### src/shared/sdc_pkg.sv
// Package with the constants, enumerations and carrier types of the step/direction input block.
package sdc_pkg;

  // =====================================================================
  // Register map (byte addresses, one aligned 32-bit word each)
  // =====================================================================
  localparam logic [7:0] ADDR_SUBDIV = 8'h00;
  localparam logic [7:0] ADDR_HOLD_DELAY = 8'h04;
  localparam logic [7:0] ADDR_RUN_CURRENT = 8'h08;
  localparam logic [7:0] ADDR_HOLD_CURRENT = 8'h0c;
  localparam logic [7:0] ADDR_CONTROL = 8'h10;
  localparam logic [7:0] ADDR_STATUS = 8'h14;
  localparam logic [7:0] ADDR_POSITION = 8'h18;

  // =====================================================================
  // Field layouts of the control and status registers
  // =====================================================================
  localparam int CTRL_EDGE_BIT = 0;
  localparam int CTRL_DIR_BIT = 1;
  localparam int CTRL_DIS_BIT = 2;
  localparam int CTRL_SMOOTH_LSB = 4;
  localparam int CTRL_SMOOTH_W = 2;
  localparam int STAT_DIS_BIT = 0;
  localparam int STAT_CW_BIT = 1;
  localparam int STAT_STATE_LSB = 2;
  localparam int STAT_STATE_W = 2;
  localparam int STAT_STEP_BIT = 4;

  // =====================================================================
  // Field widths, limits and reset values
  // =====================================================================
  localparam int SUBDIV_W = 4;
  localparam logic [3:0] SUBDIV_MAX = 4'he;
  localparam logic [3:0] SUBDIV_RESET = 4'h4;
  localparam int DELAY_W = 7;
  localparam logic [6:0] DELAY_RESET = 7'h0a;
  localparam int CUR_W = 7;
  localparam logic [6:0] RUN_MIN = 7'h0a;
  localparam logic [6:0] CUR_MAX = 7'h64;
  localparam logic [6:0] RUN_RESET = 7'h14;
  localparam logic [6:0] HOLD_RESET = 7'h0a;
  localparam logic [1:0] SMOOTH_RESET = 2'h2;
  localparam int STEP_W = 9;

  // =====================================================================
  // Timing
  // =====================================================================
  localparam int CLK_HZ = 20_000_000;
  localparam int DELAY_UNIT_MS = 50;
  localparam int DELAY_UNIT_CYC = CLK_HZ / 1000 * DELAY_UNIT_MS;

  // Subdivision_select subdivision codes, coded 0..14 in the order of the table.
  localparam logic [8:0] SUBDIV_TABLE [0:14] = '{
    9'h001, 9'h002, 9'h004, 9'h005, 9'h008, 9'h00a, 9'h010, 9'h019,
    9'h020, 9'h032, 9'h040, 9'h07d, 9'h080, 9'h0fa, 9'h100};

  typedef enum logic [1:0] {
    SDC_OFF,
    SDC_RUN,
    SDC_HOLD
  } sdc_cur_e;

  typedef struct packed {
    logic step;
    logic dir;
    logic dis;
  } sdc_pins_s;

  typedef struct packed {
    logic [SUBDIV_W-1:0] subdiv;
    logic [DELAY_W-1:0] delay;
    logic [CUR_W-1:0] run_cur;
    logic [CUR_W-1:0] hold_cur;
    logic step_falling;
    logic dir_cw;
    logic dis_high;
    logic [CTRL_SMOOTH_W-1:0] smooth;
  } sdc_cfg_s;

endpackage

### src/logic/sdc_top.sv
// Step/direction input logic with its APB-reachable configuration.
//
// Added by the designer: register access over APB and the register offsets.
`timescale 1ns/100ps
`default_nettype none

// Overview of operation
// - Subdivision select offers fifteen resolutions from full step to 256x.
// - After the last step, wait 0 to 6350 ms in 50 ms units, then hold.
// - Run current setting, 0.5 to 5.0 A peak in 0.05 A units.
// - Hold current setting, 0.0 to 5.0 A in 0.05 A units.
// - Steps counted on rising or falling edge as configured.
// - Direction sense defaults to counter-clockwise; alternative setting reverses it.
// - Direction input high gives counter-clockwise, low clockwise, by default.
// - Disable active low by default; polarity setting makes high disable.
// - While disabled, all winding current is removed.
// - Smoothness selector 0 to 3 picks the current waveform shape.
// - Each accepted step advances position by exactly one subdivision_select.
module sdc_top #(
  parameter int DELAY_UNIT_CYCLES = sdc_pkg::DELAY_UNIT_CYC,
  parameter int POS_W = 32
) (
  input wire logic clk_i, // 20 MHz clock
  input wire logic reset_i, // Synchronous active-high reset
  input wire logic psel_i, // APB select
  input wire logic penable_i, // APB enable
  input wire logic pwrite_i, // APB write
  input wire logic [7:0] paddr_i, // APB byte address
  input wire logic [31:0] pwdata_i, // APB write data
  output logic [31:0] prdata_o, // APB read data
  output logic pready_o, // APB ready
  output logic pslverr_o, // APB error on unmapped address
  input wire logic step_i, // Step pulse pin
  input wire logic dir_i, // Direction pin
  input wire logic disable_i, // Disable pin, polarity configurable
  output logic step_o, // One-cycle subdivision_select advance pulse
  output logic dir_cw_o, // High when rotation is clockwise
  output logic [sdc_pkg::STEP_W-1:0] subdivision_select_o, // Microsteps per full step
  output logic [sdc_pkg::CUR_W-1:0] current_o, // Current command, 0.05 A units
  output logic [1:0] smooth_o, // Waveform shape
  output logic disabled_o, // Drive current removed
  output logic [POS_W-1:0] position_o // Signed subdivision_select position
);

  // =====================================================================
  // Input synchronisers
  // =====================================================================
  sdc_pkg::sdc_pins_s stable_reg;
  logic step_lvl;
  logic dir_lvl;
  logic dis_lvl;

  // Direction and disable rest high like an open opto input, so leaving reset
  // never reads as a disable command or a direction change.
  sdc_sync3 #(.RESET_LEVEL(1'b0)) step_sync_u (
    .clk_i(clk_i),
    .reset_i(reset_i),
    .pin_i(step_i),
    .level_o(step_lvl)
  );

  sdc_sync3 #(.RESET_LEVEL(1'b1)) dir_sync_u (
    .clk_i(clk_i),
    .reset_i(reset_i),
    .pin_i(dir_i),
    .level_o(dir_lvl)
  );

  sdc_sync3 #(.RESET_LEVEL(1'b1)) dis_sync_u (
    .clk_i(clk_i),
    .reset_i(reset_i),
    .pin_i(disable_i),
    .level_o(dis_lvl)
  );

  assign stable_reg = '{step: step_lvl, dir: dir_lvl, dis: dis_lvl};

  // =====================================================================
  // Configuration registers over APB
  // =====================================================================
  sdc_pkg::sdc_cfg_s cfg_reg;
  sdc_pkg::sdc_cfg_s cfg_next;
  logic [31:0] rdata_reg;
  logic [31:0] rdata_next;
  logic err_reg;
  logic err_next;
  logic access;
  logic wr_en;
  logic mapped;
  logic [POS_W-1:0] pos_reg;
  logic [POS_W-1:0] pos_next;
  sdc_pkg::sdc_cur_e cur_reg;
  sdc_pkg::sdc_cur_e cur_next;
  logic [sdc_pkg::SUBDIV_W-1:0] wr_subdiv;
  logic [sdc_pkg::DELAY_W-1:0] wr_delay;
  logic [sdc_pkg::CUR_W-1:0] wr_cur;

  // Zero-wait slave. The setup cycle loads the read word into a flip-flop, and a
  // write lands only at the access edge, where the master samples pready, so a
  // setup cycle alone never changes a setting.
  assign access = psel_i && !penable_i;
  assign wr_en = psel_i && penable_i && pwrite_i;
  assign wr_subdiv = pwdata_i[sdc_pkg::SUBDIV_W-1:0];
  assign wr_delay = pwdata_i[sdc_pkg::DELAY_W-1:0];
  assign wr_cur = pwdata_i[sdc_pkg::CUR_W-1:0];

  // Read side, decoded once per transfer in the setup cycle.
  always_comb begin
    mapped = 1'b1;
    rdata_next = rdata_reg;
    err_next = err_reg;
    if (access) begin
      rdata_next = '0;
      unique case (paddr_i)
        sdc_pkg::ADDR_SUBDIV: begin
          rdata_next[sdc_pkg::SUBDIV_W-1:0] = cfg_reg.subdiv;
        end
        sdc_pkg::ADDR_HOLD_DELAY: begin
          rdata_next[sdc_pkg::DELAY_W-1:0] = cfg_reg.delay;
        end
        sdc_pkg::ADDR_RUN_CURRENT: begin
          rdata_next[sdc_pkg::CUR_W-1:0] = cfg_reg.run_cur;
        end
        sdc_pkg::ADDR_HOLD_CURRENT: begin
          rdata_next[sdc_pkg::CUR_W-1:0] = cfg_reg.hold_cur;
        end
        sdc_pkg::ADDR_CONTROL: begin
          rdata_next[sdc_pkg::CTRL_EDGE_BIT] = cfg_reg.step_falling;
          rdata_next[sdc_pkg::CTRL_DIR_BIT] = cfg_reg.dir_cw;
          rdata_next[sdc_pkg::CTRL_DIS_BIT] = cfg_reg.dis_high;
          rdata_next[sdc_pkg::CTRL_SMOOTH_LSB +: sdc_pkg::CTRL_SMOOTH_W] = cfg_reg.smooth;
        end
        sdc_pkg::ADDR_STATUS: begin
          rdata_next[sdc_pkg::STAT_DIS_BIT] = disabled_o;
          rdata_next[sdc_pkg::STAT_CW_BIT] = dir_cw_o;
          rdata_next[sdc_pkg::STAT_STATE_LSB +: sdc_pkg::STAT_STATE_W] = cur_reg;
          rdata_next[sdc_pkg::STAT_STEP_BIT] = stable_reg.step;
        end
        sdc_pkg::ADDR_POSITION: begin
          rdata_next[POS_W-1:0] = pos_reg;
        end
        default: begin
          mapped = 1'b0;
        end
      endcase
      err_next = !mapped;
    end
  end

  // Write side. Out-of-range values are dropped so every setting stays legal.
  always_comb begin
    cfg_next = cfg_reg;
    if (wr_en) begin
      unique case (paddr_i)
        sdc_pkg::ADDR_SUBDIV: begin
          if (wr_subdiv <= sdc_pkg::SUBDIV_MAX) begin
            cfg_next.subdiv = wr_subdiv;
          end
        end
        sdc_pkg::ADDR_HOLD_DELAY: begin
          cfg_next.delay = wr_delay;
        end
        sdc_pkg::ADDR_RUN_CURRENT: begin
          if (wr_cur >= sdc_pkg::RUN_MIN && wr_cur <= sdc_pkg::CUR_MAX) begin
            cfg_next.run_cur = wr_cur;
          end
        end
        sdc_pkg::ADDR_HOLD_CURRENT: begin
          if (wr_cur <= sdc_pkg::CUR_MAX) begin
            cfg_next.hold_cur = wr_cur;
          end
        end
        sdc_pkg::ADDR_CONTROL: begin
          cfg_next.step_falling = pwdata_i[sdc_pkg::CTRL_EDGE_BIT];
          cfg_next.dir_cw = pwdata_i[sdc_pkg::CTRL_DIR_BIT];
          cfg_next.dis_high = pwdata_i[sdc_pkg::CTRL_DIS_BIT];
          cfg_next.smooth =
            pwdata_i[sdc_pkg::CTRL_SMOOTH_LSB +: sdc_pkg::CTRL_SMOOTH_W];
        end
        default: begin
          cfg_next = cfg_reg;
        end
      endcase
    end
  end

  always_ff @(posedge clk_i) begin
    if (reset_i) begin
      cfg_reg <= '{subdiv: sdc_pkg::SUBDIV_RESET, delay: sdc_pkg::DELAY_RESET,
                   run_cur: sdc_pkg::RUN_RESET, hold_cur: sdc_pkg::HOLD_RESET,
                   step_falling: 1'b0, dir_cw: 1'b0, dis_high: 1'b0,
                   smooth: sdc_pkg::SMOOTH_RESET};
      rdata_reg <= '0;
      err_reg <= 1'b0;
    end else begin
      cfg_reg <= cfg_next;
      rdata_reg <= rdata_next;
      err_reg <= err_next;
    end
  end

  assign pready_o = 1'b1;
  assign prdata_o = rdata_reg;
  assign pslverr_o = err_reg && psel_i && penable_i;

  // =====================================================================
  // Step detection, direction and position
  // =====================================================================
  logic prev_step_reg;
  logic step_event;
  logic dis_active;
  logic step_pulse_reg;
  logic cw_reg;

  assign dis_active = cfg_reg.dis_high ? stable_reg.dis : !stable_reg.dis;
  assign step_event = (cfg_reg.step_falling ? (prev_step_reg && !stable_reg.step)
                       : (!prev_step_reg && stable_reg.step)) && !dis_active;

  // A high pin means counter-clockwise unless the sense is swapped.
  always_comb begin
    pos_next = pos_reg;
    if (step_event) begin
      pos_next = (stable_reg.dir ^ cfg_reg.dir_cw) ? pos_reg + 1'b1 : pos_reg - 1'b1;
    end
  end

  always_ff @(posedge clk_i) begin
    if (reset_i) begin
      prev_step_reg <= 1'b0;
      step_pulse_reg <= 1'b0;
      cw_reg <= 1'b0;
      pos_reg <= '0;
    end else begin
      prev_step_reg <= stable_reg.step;
      step_pulse_reg <= step_event;
      cw_reg <= !(stable_reg.dir ^ cfg_reg.dir_cw);
      pos_reg <= pos_next;
    end
  end

  // =====================================================================
  // Run/hold current and the hold delay timer
  // =====================================================================
  logic [31:0] unit_cnt_reg;
  logic [31:0] unit_cnt_next;
  logic [sdc_pkg::DELAY_W-1:0] units_reg;
  logic [sdc_pkg::DELAY_W-1:0] units_next;
  logic [sdc_pkg::CUR_W-1:0] cur_val_reg;
  logic [sdc_pkg::CUR_W-1:0] cur_val_next;

  always_comb begin
    cur_next = cur_reg;
    unit_cnt_next = unit_cnt_reg;
    units_next = units_reg;
    unique case (cur_reg)
      sdc_pkg::SDC_OFF: begin
        if (!dis_active) begin
          cur_next = sdc_pkg::SDC_HOLD;
        end
      end
      sdc_pkg::SDC_RUN: begin
        if (step_event) begin
          unit_cnt_next = '0;
          units_next = '0;
        end else if (units_reg >= cfg_reg.delay) begin
          cur_next = sdc_pkg::SDC_HOLD;
        end else if (unit_cnt_reg == 32'(DELAY_UNIT_CYCLES - 1)) begin
          unit_cnt_next = '0;
          units_next = units_reg + 1'b1;
        end else begin
          unit_cnt_next = unit_cnt_reg + 1'b1;
        end
      end
      sdc_pkg::SDC_HOLD: begin
        if (step_event) begin
          cur_next = sdc_pkg::SDC_RUN;
          unit_cnt_next = '0;
          units_next = '0;
        end
      end
    endcase
    if (dis_active) begin
      cur_next = sdc_pkg::SDC_OFF;
    end
    unique case (cur_next)
      sdc_pkg::SDC_RUN: cur_val_next = cfg_reg.run_cur;
      sdc_pkg::SDC_HOLD: cur_val_next = cfg_reg.hold_cur;
      default: cur_val_next = '0;
    endcase
  end

  always_ff @(posedge clk_i) begin
    if (reset_i) begin
      cur_reg <= sdc_pkg::SDC_OFF;
      unit_cnt_reg <= '0;
      units_reg <= '0;
      cur_val_reg <= '0;
    end else begin
      cur_reg <= cur_next;
      unit_cnt_reg <= unit_cnt_next;
      units_reg <= units_next;
      cur_val_reg <= cur_val_next;
    end
  end

  // =====================================================================
  // Outputs
  // =====================================================================
  assign step_o = step_pulse_reg;
  assign dir_cw_o = cw_reg;
  assign subdivision_select_o = sdc_pkg::SUBDIV_TABLE[cfg_reg.subdiv];
  assign current_o = cur_val_reg;
  assign smooth_o = cfg_reg.smooth;
  assign disabled_o = (cur_reg == sdc_pkg::SDC_OFF);
  assign position_o = pos_reg;

endmodule

// =====================================================================
// Pin synchroniser
// =====================================================================
// Three-stage pin synchroniser whose output follows only when stages two and three agree.
module sdc_sync3 #(
  parameter logic RESET_LEVEL = 1'b0
) (
  input wire logic clk_i, // Block clock
  input wire logic reset_i, // Synchronous active-high reset
  input wire logic pin_i, // Asynchronous pin level
  output logic level_o // Filtered level in the clock domain
);
  logic [2:0] stage_reg;
  logic [2:0] stage_next;
  logic level_reg;
  logic level_next;

  always_comb begin
    stage_next = {stage_reg[1:0], pin_i};
    level_next = level_reg;
    // A single-cycle glitch from a slow opto edge never reaches the output.
    if (stage_reg[1] == stage_reg[2]) begin
      level_next = stage_reg[2];
    end
  end

  always_ff @(posedge clk_i) begin
    if (reset_i) begin
      stage_reg <= {3{RESET_LEVEL}};
      level_reg <= RESET_LEVEL;
    end else begin
      stage_reg <= stage_next;
      level_reg <= level_next;
    end
  end

  assign level_o = level_reg;

endmodule

`default_nettype wire

### config.mk
export PLATFORM = sky130hd
export DESIGN_NAME = sdc_top
export DESIGN_NICKNAME = d
export VERILOG_FILES = /design/src/shared/sdc_pkg.sv /design/src/logic/sdc_top.sv
export SDC_FILE = /design/constraint.sdc
export NUM_CORES = 1
export LEC_CHECK = 0
export BUFFER_PORTS_ARGS = -buffer_cell sky130_fd_sc_hd__buf_2
export CORE_MARGIN = 8
export CORE_UTILIZATION = 62
export DETAILED_ROUTE_END_ITERATION = 7
export GPL_TIMING_DRIVEN = 0
export MAX_ROUTING_LAYER = met4
export PLACE_DENSITY = 0.89
export SYNTH_ARGS = -nofsm -noshare
export SYNTH_HDL_FRONTEND = slang
export SYNTH_HIERARCHICAL = 1
export SYNTH_SLANG_ARGS = --single-unit
### constraint.sdc
create_clock -name clk_i -period 5.55 [get_ports clk_i]
set_input_delay 0 -clock clk_i [delete_from_list [all_inputs] [get_ports clk_i]]
set_output_delay 0 -clock clk_i [all_outputs]
set_load 0.03 [all_outputs]
==> run_results.csv <==
group,metric,value,unit
logic_synthesis,ys_seq_area_share,36.92,%
global_route,grt_pass1_wl,39550,um
routing,wire_per_inst,17.94,um
hold_path,whs_path_depth,4,
power_and_ir_drop,swShare,22.80,%
logic_synthesis,synth_top_area_cell,"dfxtp_1",
global_route,grt_pass1_vias,7858,
timing,slew_violations,0,
logic_synthesis,yosysMostFrequentCell,"dfxtp_1",
timing,max_slew.worst_pin.slew,1.111,ns
hold_path,hold_path_class,"input port to flip-flop",
clock_tree,cts_tree,"done",
critical_path,critPathSlowestCell,"a2111oi_0",
logic_synthesis,synth_enable_flop_cells,0,
power_and_ir_drop,seqPwrFrac,45.2,%
job,max_cap_violations,0,
logic_synthesis,ys_ff_latch,158,
logic_synthesis,syn_avg_cell_area,8.255,um2
global_route,gr-total-overflow,0,
clock_tree,cts_buffers,17,
final_layout,nNetsFinal,1274,
floorplan,start_util,62.70,%
power_and_ir_drop,p_int,1966,uW
timing,fin_setup_tns,0,ns
critical_path,r2r_end,"position_o[30]$_SDFFE_PP0P_",
final_layout,fill_cells,1045,
floorplan,ios,135,
routing,detailroute.via_count,8452,
logic_synthesis,synthTopCellsByCount,"dfxtp_1 (158), nor2_1 (152), nand2_1 (88)",
timing,rsz0062_at_grt,"false",
logic_synthesis,async_reset_ff_share,0,%
final_layout,seq_area,3163,um2
logic_synthesis,synth_area,8568,um2
logic_synthesis,synthTopCellsByArea,"dfxtp_1 (37%), ha_1 (7.0%), nor2_1 (6.7%)",
critical_path,cp-start-kind,"flip-flop",
critical_path,critPathMaxStageDelay,0.75,ns
outcome,status,"completed",
clock_tree,clockRootBuffer,"clkbuf_16",
power_and_ir_drop,p_comb_share,5.1,%
timing,skew,0.009613,ns
critical_path,end_kind,"flip-flop",
power_and_ir_drop,switchingPower,580.5,uW
critical_path,worstPathRequired,5.85,ns
routing,antenna_left,0,
power_and_ir_drop,p_leak,0.004233,uW
logic_synthesis,ys.flop_type,"dfxtp_1",
final_layout,fin_area,10100,um2
floorplan,rows,43,
routing,drc,0,
critical_path,reg2reg_from,"cfg_reg[3]$_SDFFE_PP0P_",
critical_path,path_max_fanout,30,
routing,via_per_inst,6.169,
final_layout,n_antenna_cell,0,
clock_tree,postCtsSetupRepairBufs,0,
routing,first_iter_violations,983,
hold_path,hold_path_end,"cfg_reg[16]$_SDFFE_PP1P_",
timing,finalSetupViolations,0,
place,port_buffers,107,
critical_path,cp_data_arrival_time,4.59,ns
power_and_ir_drop,powerDensity,252.1,nW/um2
logic_synthesis,yosys_warnings,6,
floorplan,die_area,17840,um2
routing,dr.pass1.iters,5,
global_route,grt_max_degree,31,
final_layout,final_util,73.91,%
logic_synthesis,syn_nets,1135,
clock_tree,clkTransAtPathRegs,0.07,ns
final_layout,layout-drive-gt1-share,13.36,%
power_and_ir_drop,clockPowerShare,49.7,%
logic_synthesis,yosys.cell_types.count,75,
floorplan,core,13670,um2
critical_path,crit_type,"flip-flop to flip-flop",
clock_tree,post_cts_resized,0,
logic_synthesis,syn-instance-count,1038,
floorplan,chipHeight,133.6,um
clock_tree,cts_max_level,4,
place,dpl_cell_area,9329,um2
timing,hold_viol,0,
global_route,grt.total_usage,27.62,%
hold_path,min_from,"paddr_i[4]",
critical_path,rrSetupSlack,1.25,ns
clock_tree,insertion_delay,0.43,ns
clock_tree,clock_path_buffers,2,
timing,fmax,232.8,MHz
timing,slew_headroom,25.85,%
global_route,antenna_found_initial,0,
timing,period_needed,4.296,ns
timing,fin_crit_sh,77.40,%
place,dp_hpwl,17340,um
final_layout,multi_input_area,5091,um2
timing,worst_hold_slack,0.04522,ns
logic_synthesis,synth_top_area_share,36.92,%
critical_path,cp_cell_sequence,"xor2_1 -> inv_1 -> ha_1 -> a2111oi_0 -> o211ai_1 -> nand3_1 -> nor4_1 -> a2111oi_0 -> xor2_1 -> o21ai_0",
place,routabilityCongestion,0.9814,
clock_tree,clkSinkCount,158,
routing,wirelength,24580,um
floorplan,die_width,133.6,um
final_layout,syn2layout_area_growth,17.87,%
power_and_ir_drop,ir_worst_vdd,0.1556,mV
critical_path,worst-r2r-cell-count,10,
## placed cells by master, fill, tap and decap left out, types with 4 or more instances in the layout
cell           count
nor3_1            14
or3_1              9
a22oi_1           38
nand2_1           88
a211o_1           10
inv_1             27
nand2b_1          12
a211oi_1          16
nor2_1           152
a21o_1            12
clkbuf_16         17
nor2b_1           12
nand3_1           27
xor2_1            40
and3_1            13
nor4_1             8
nand3b_1           4
clkbuf_1          41
nor3b_1            4
bufinv_16          4
nand4_1           17
o21ai_1            7
buf_1              5
ha_1              48
or2_1              8
a21oi_1           70
mux2i_1           33
a31oi_1            9
and2_1             9
dfxtp_1          158
o21a_1             5
o221ai_1           4
xnor2_1           15
o21bai_1           4
buf_2            109
o21ai_0           56
dlygate4sd3_1     13
o211ai_1           7
## through the flow
stage	power (uW)	worst slack, ns	cells
6_report	2546	1.254	1370
5_1_grt	2607	0.9694	1370
4_1_cts	2545	1.375	1370
3_5_place_dp	1293	1.438	1325
3_3_place_gp	1291	1.470	1325
2_1_floorplan	1247	2.368	1038
## cells by family after synthesis
logic type               synth area share [%]
multiplexers                            4.381
buffers and inverters                   3.665
other                                 0.04377
XOR/XNOR                                5.622
adder cells (fa/ha/maj)                 7.243
flip-flops                              36.92
AND/OR/NAND/NOR                         22.25
AO/OA/AOI/OAI                           19.87
## metal layers
layer,routed length (um),track usage (%)
met1,10930,35.16
met2,11020,41.22
met3,1828,5.271
met4,807,13.79
met5,0,-
## how the worst max path moves through the flow
stage	startpoint	to
3_3_place_gp	cfg_reg[3]$_SDFFE_PP0P_	position_o[30]$_SDFFE_PP0P_
6_report	cfg_reg[3]$_SDFFE_PP0P_	position_o[30]$_SDFFE_PP0P_
5_1_grt	dir_sync_u/level_o$_SDFFE_PP1N_	position_o[30]$_SDFFE_PP0P_
3_5_place_dp	cfg_reg[3]$_SDFFE_PP0P_	position_o[30]$_SDFFE_PP0P_
2_1_floorplan	dir_sync_u/level_o$_SDFFE_PP1N_	position_o[30]$_SDFFE_PP0P_
4_1_cts	cfg_reg[3]$_SDFFE_PP0P_	position_o[30]$_SDFFE_PP0P_
## layout make-up
type | instances | area share (%)
Tap cell | 180 | 2.230
Multi-Input combinational cell | 802 | 50.41
Buffer | 51 | 2.106
Clock buffer | 20 | 4.522
Sequential cell | 158 | 31.32
Clock inverter | 12 | 1.821
Inverter | 27 | 1.003
Timing Repair Buffer | 120 | 6.591
## power groups by stage
stage | clock (uW) | sequential [uW] | combinational, uW
2_1_floorplan | 0 | 1180 | 67.0
3_3_place_gp | 0 | 1170 | 117
3_5_place_dp | 0 | 1170 | 118
4_1_cts | 1270 | 1150 | 127
5_1_grt | 1320 | 1150 | 140
6_report | 1270 | 1150 | 130
## critical path: cells and delay by family (launching register included)
family	cells	cell delay [ns]
AO/OA/AOI/OAI	4	1.60
buffers and inverters	1	0.64
XOR/XNOR	2	0.61
adder cells (fa/ha/maj)	1	0.61
flip-flops	1	0.38
AND/OR/NAND/NOR	2	0.32
## what timing repair did
action                                  4_1_cts  5_1_grt
hold buffers                                 13        0
endpoints found under the hold margin        35        0
endpoints found under the setup margin        0        0
Note: power is estimated with default switching activity, not from simulation.
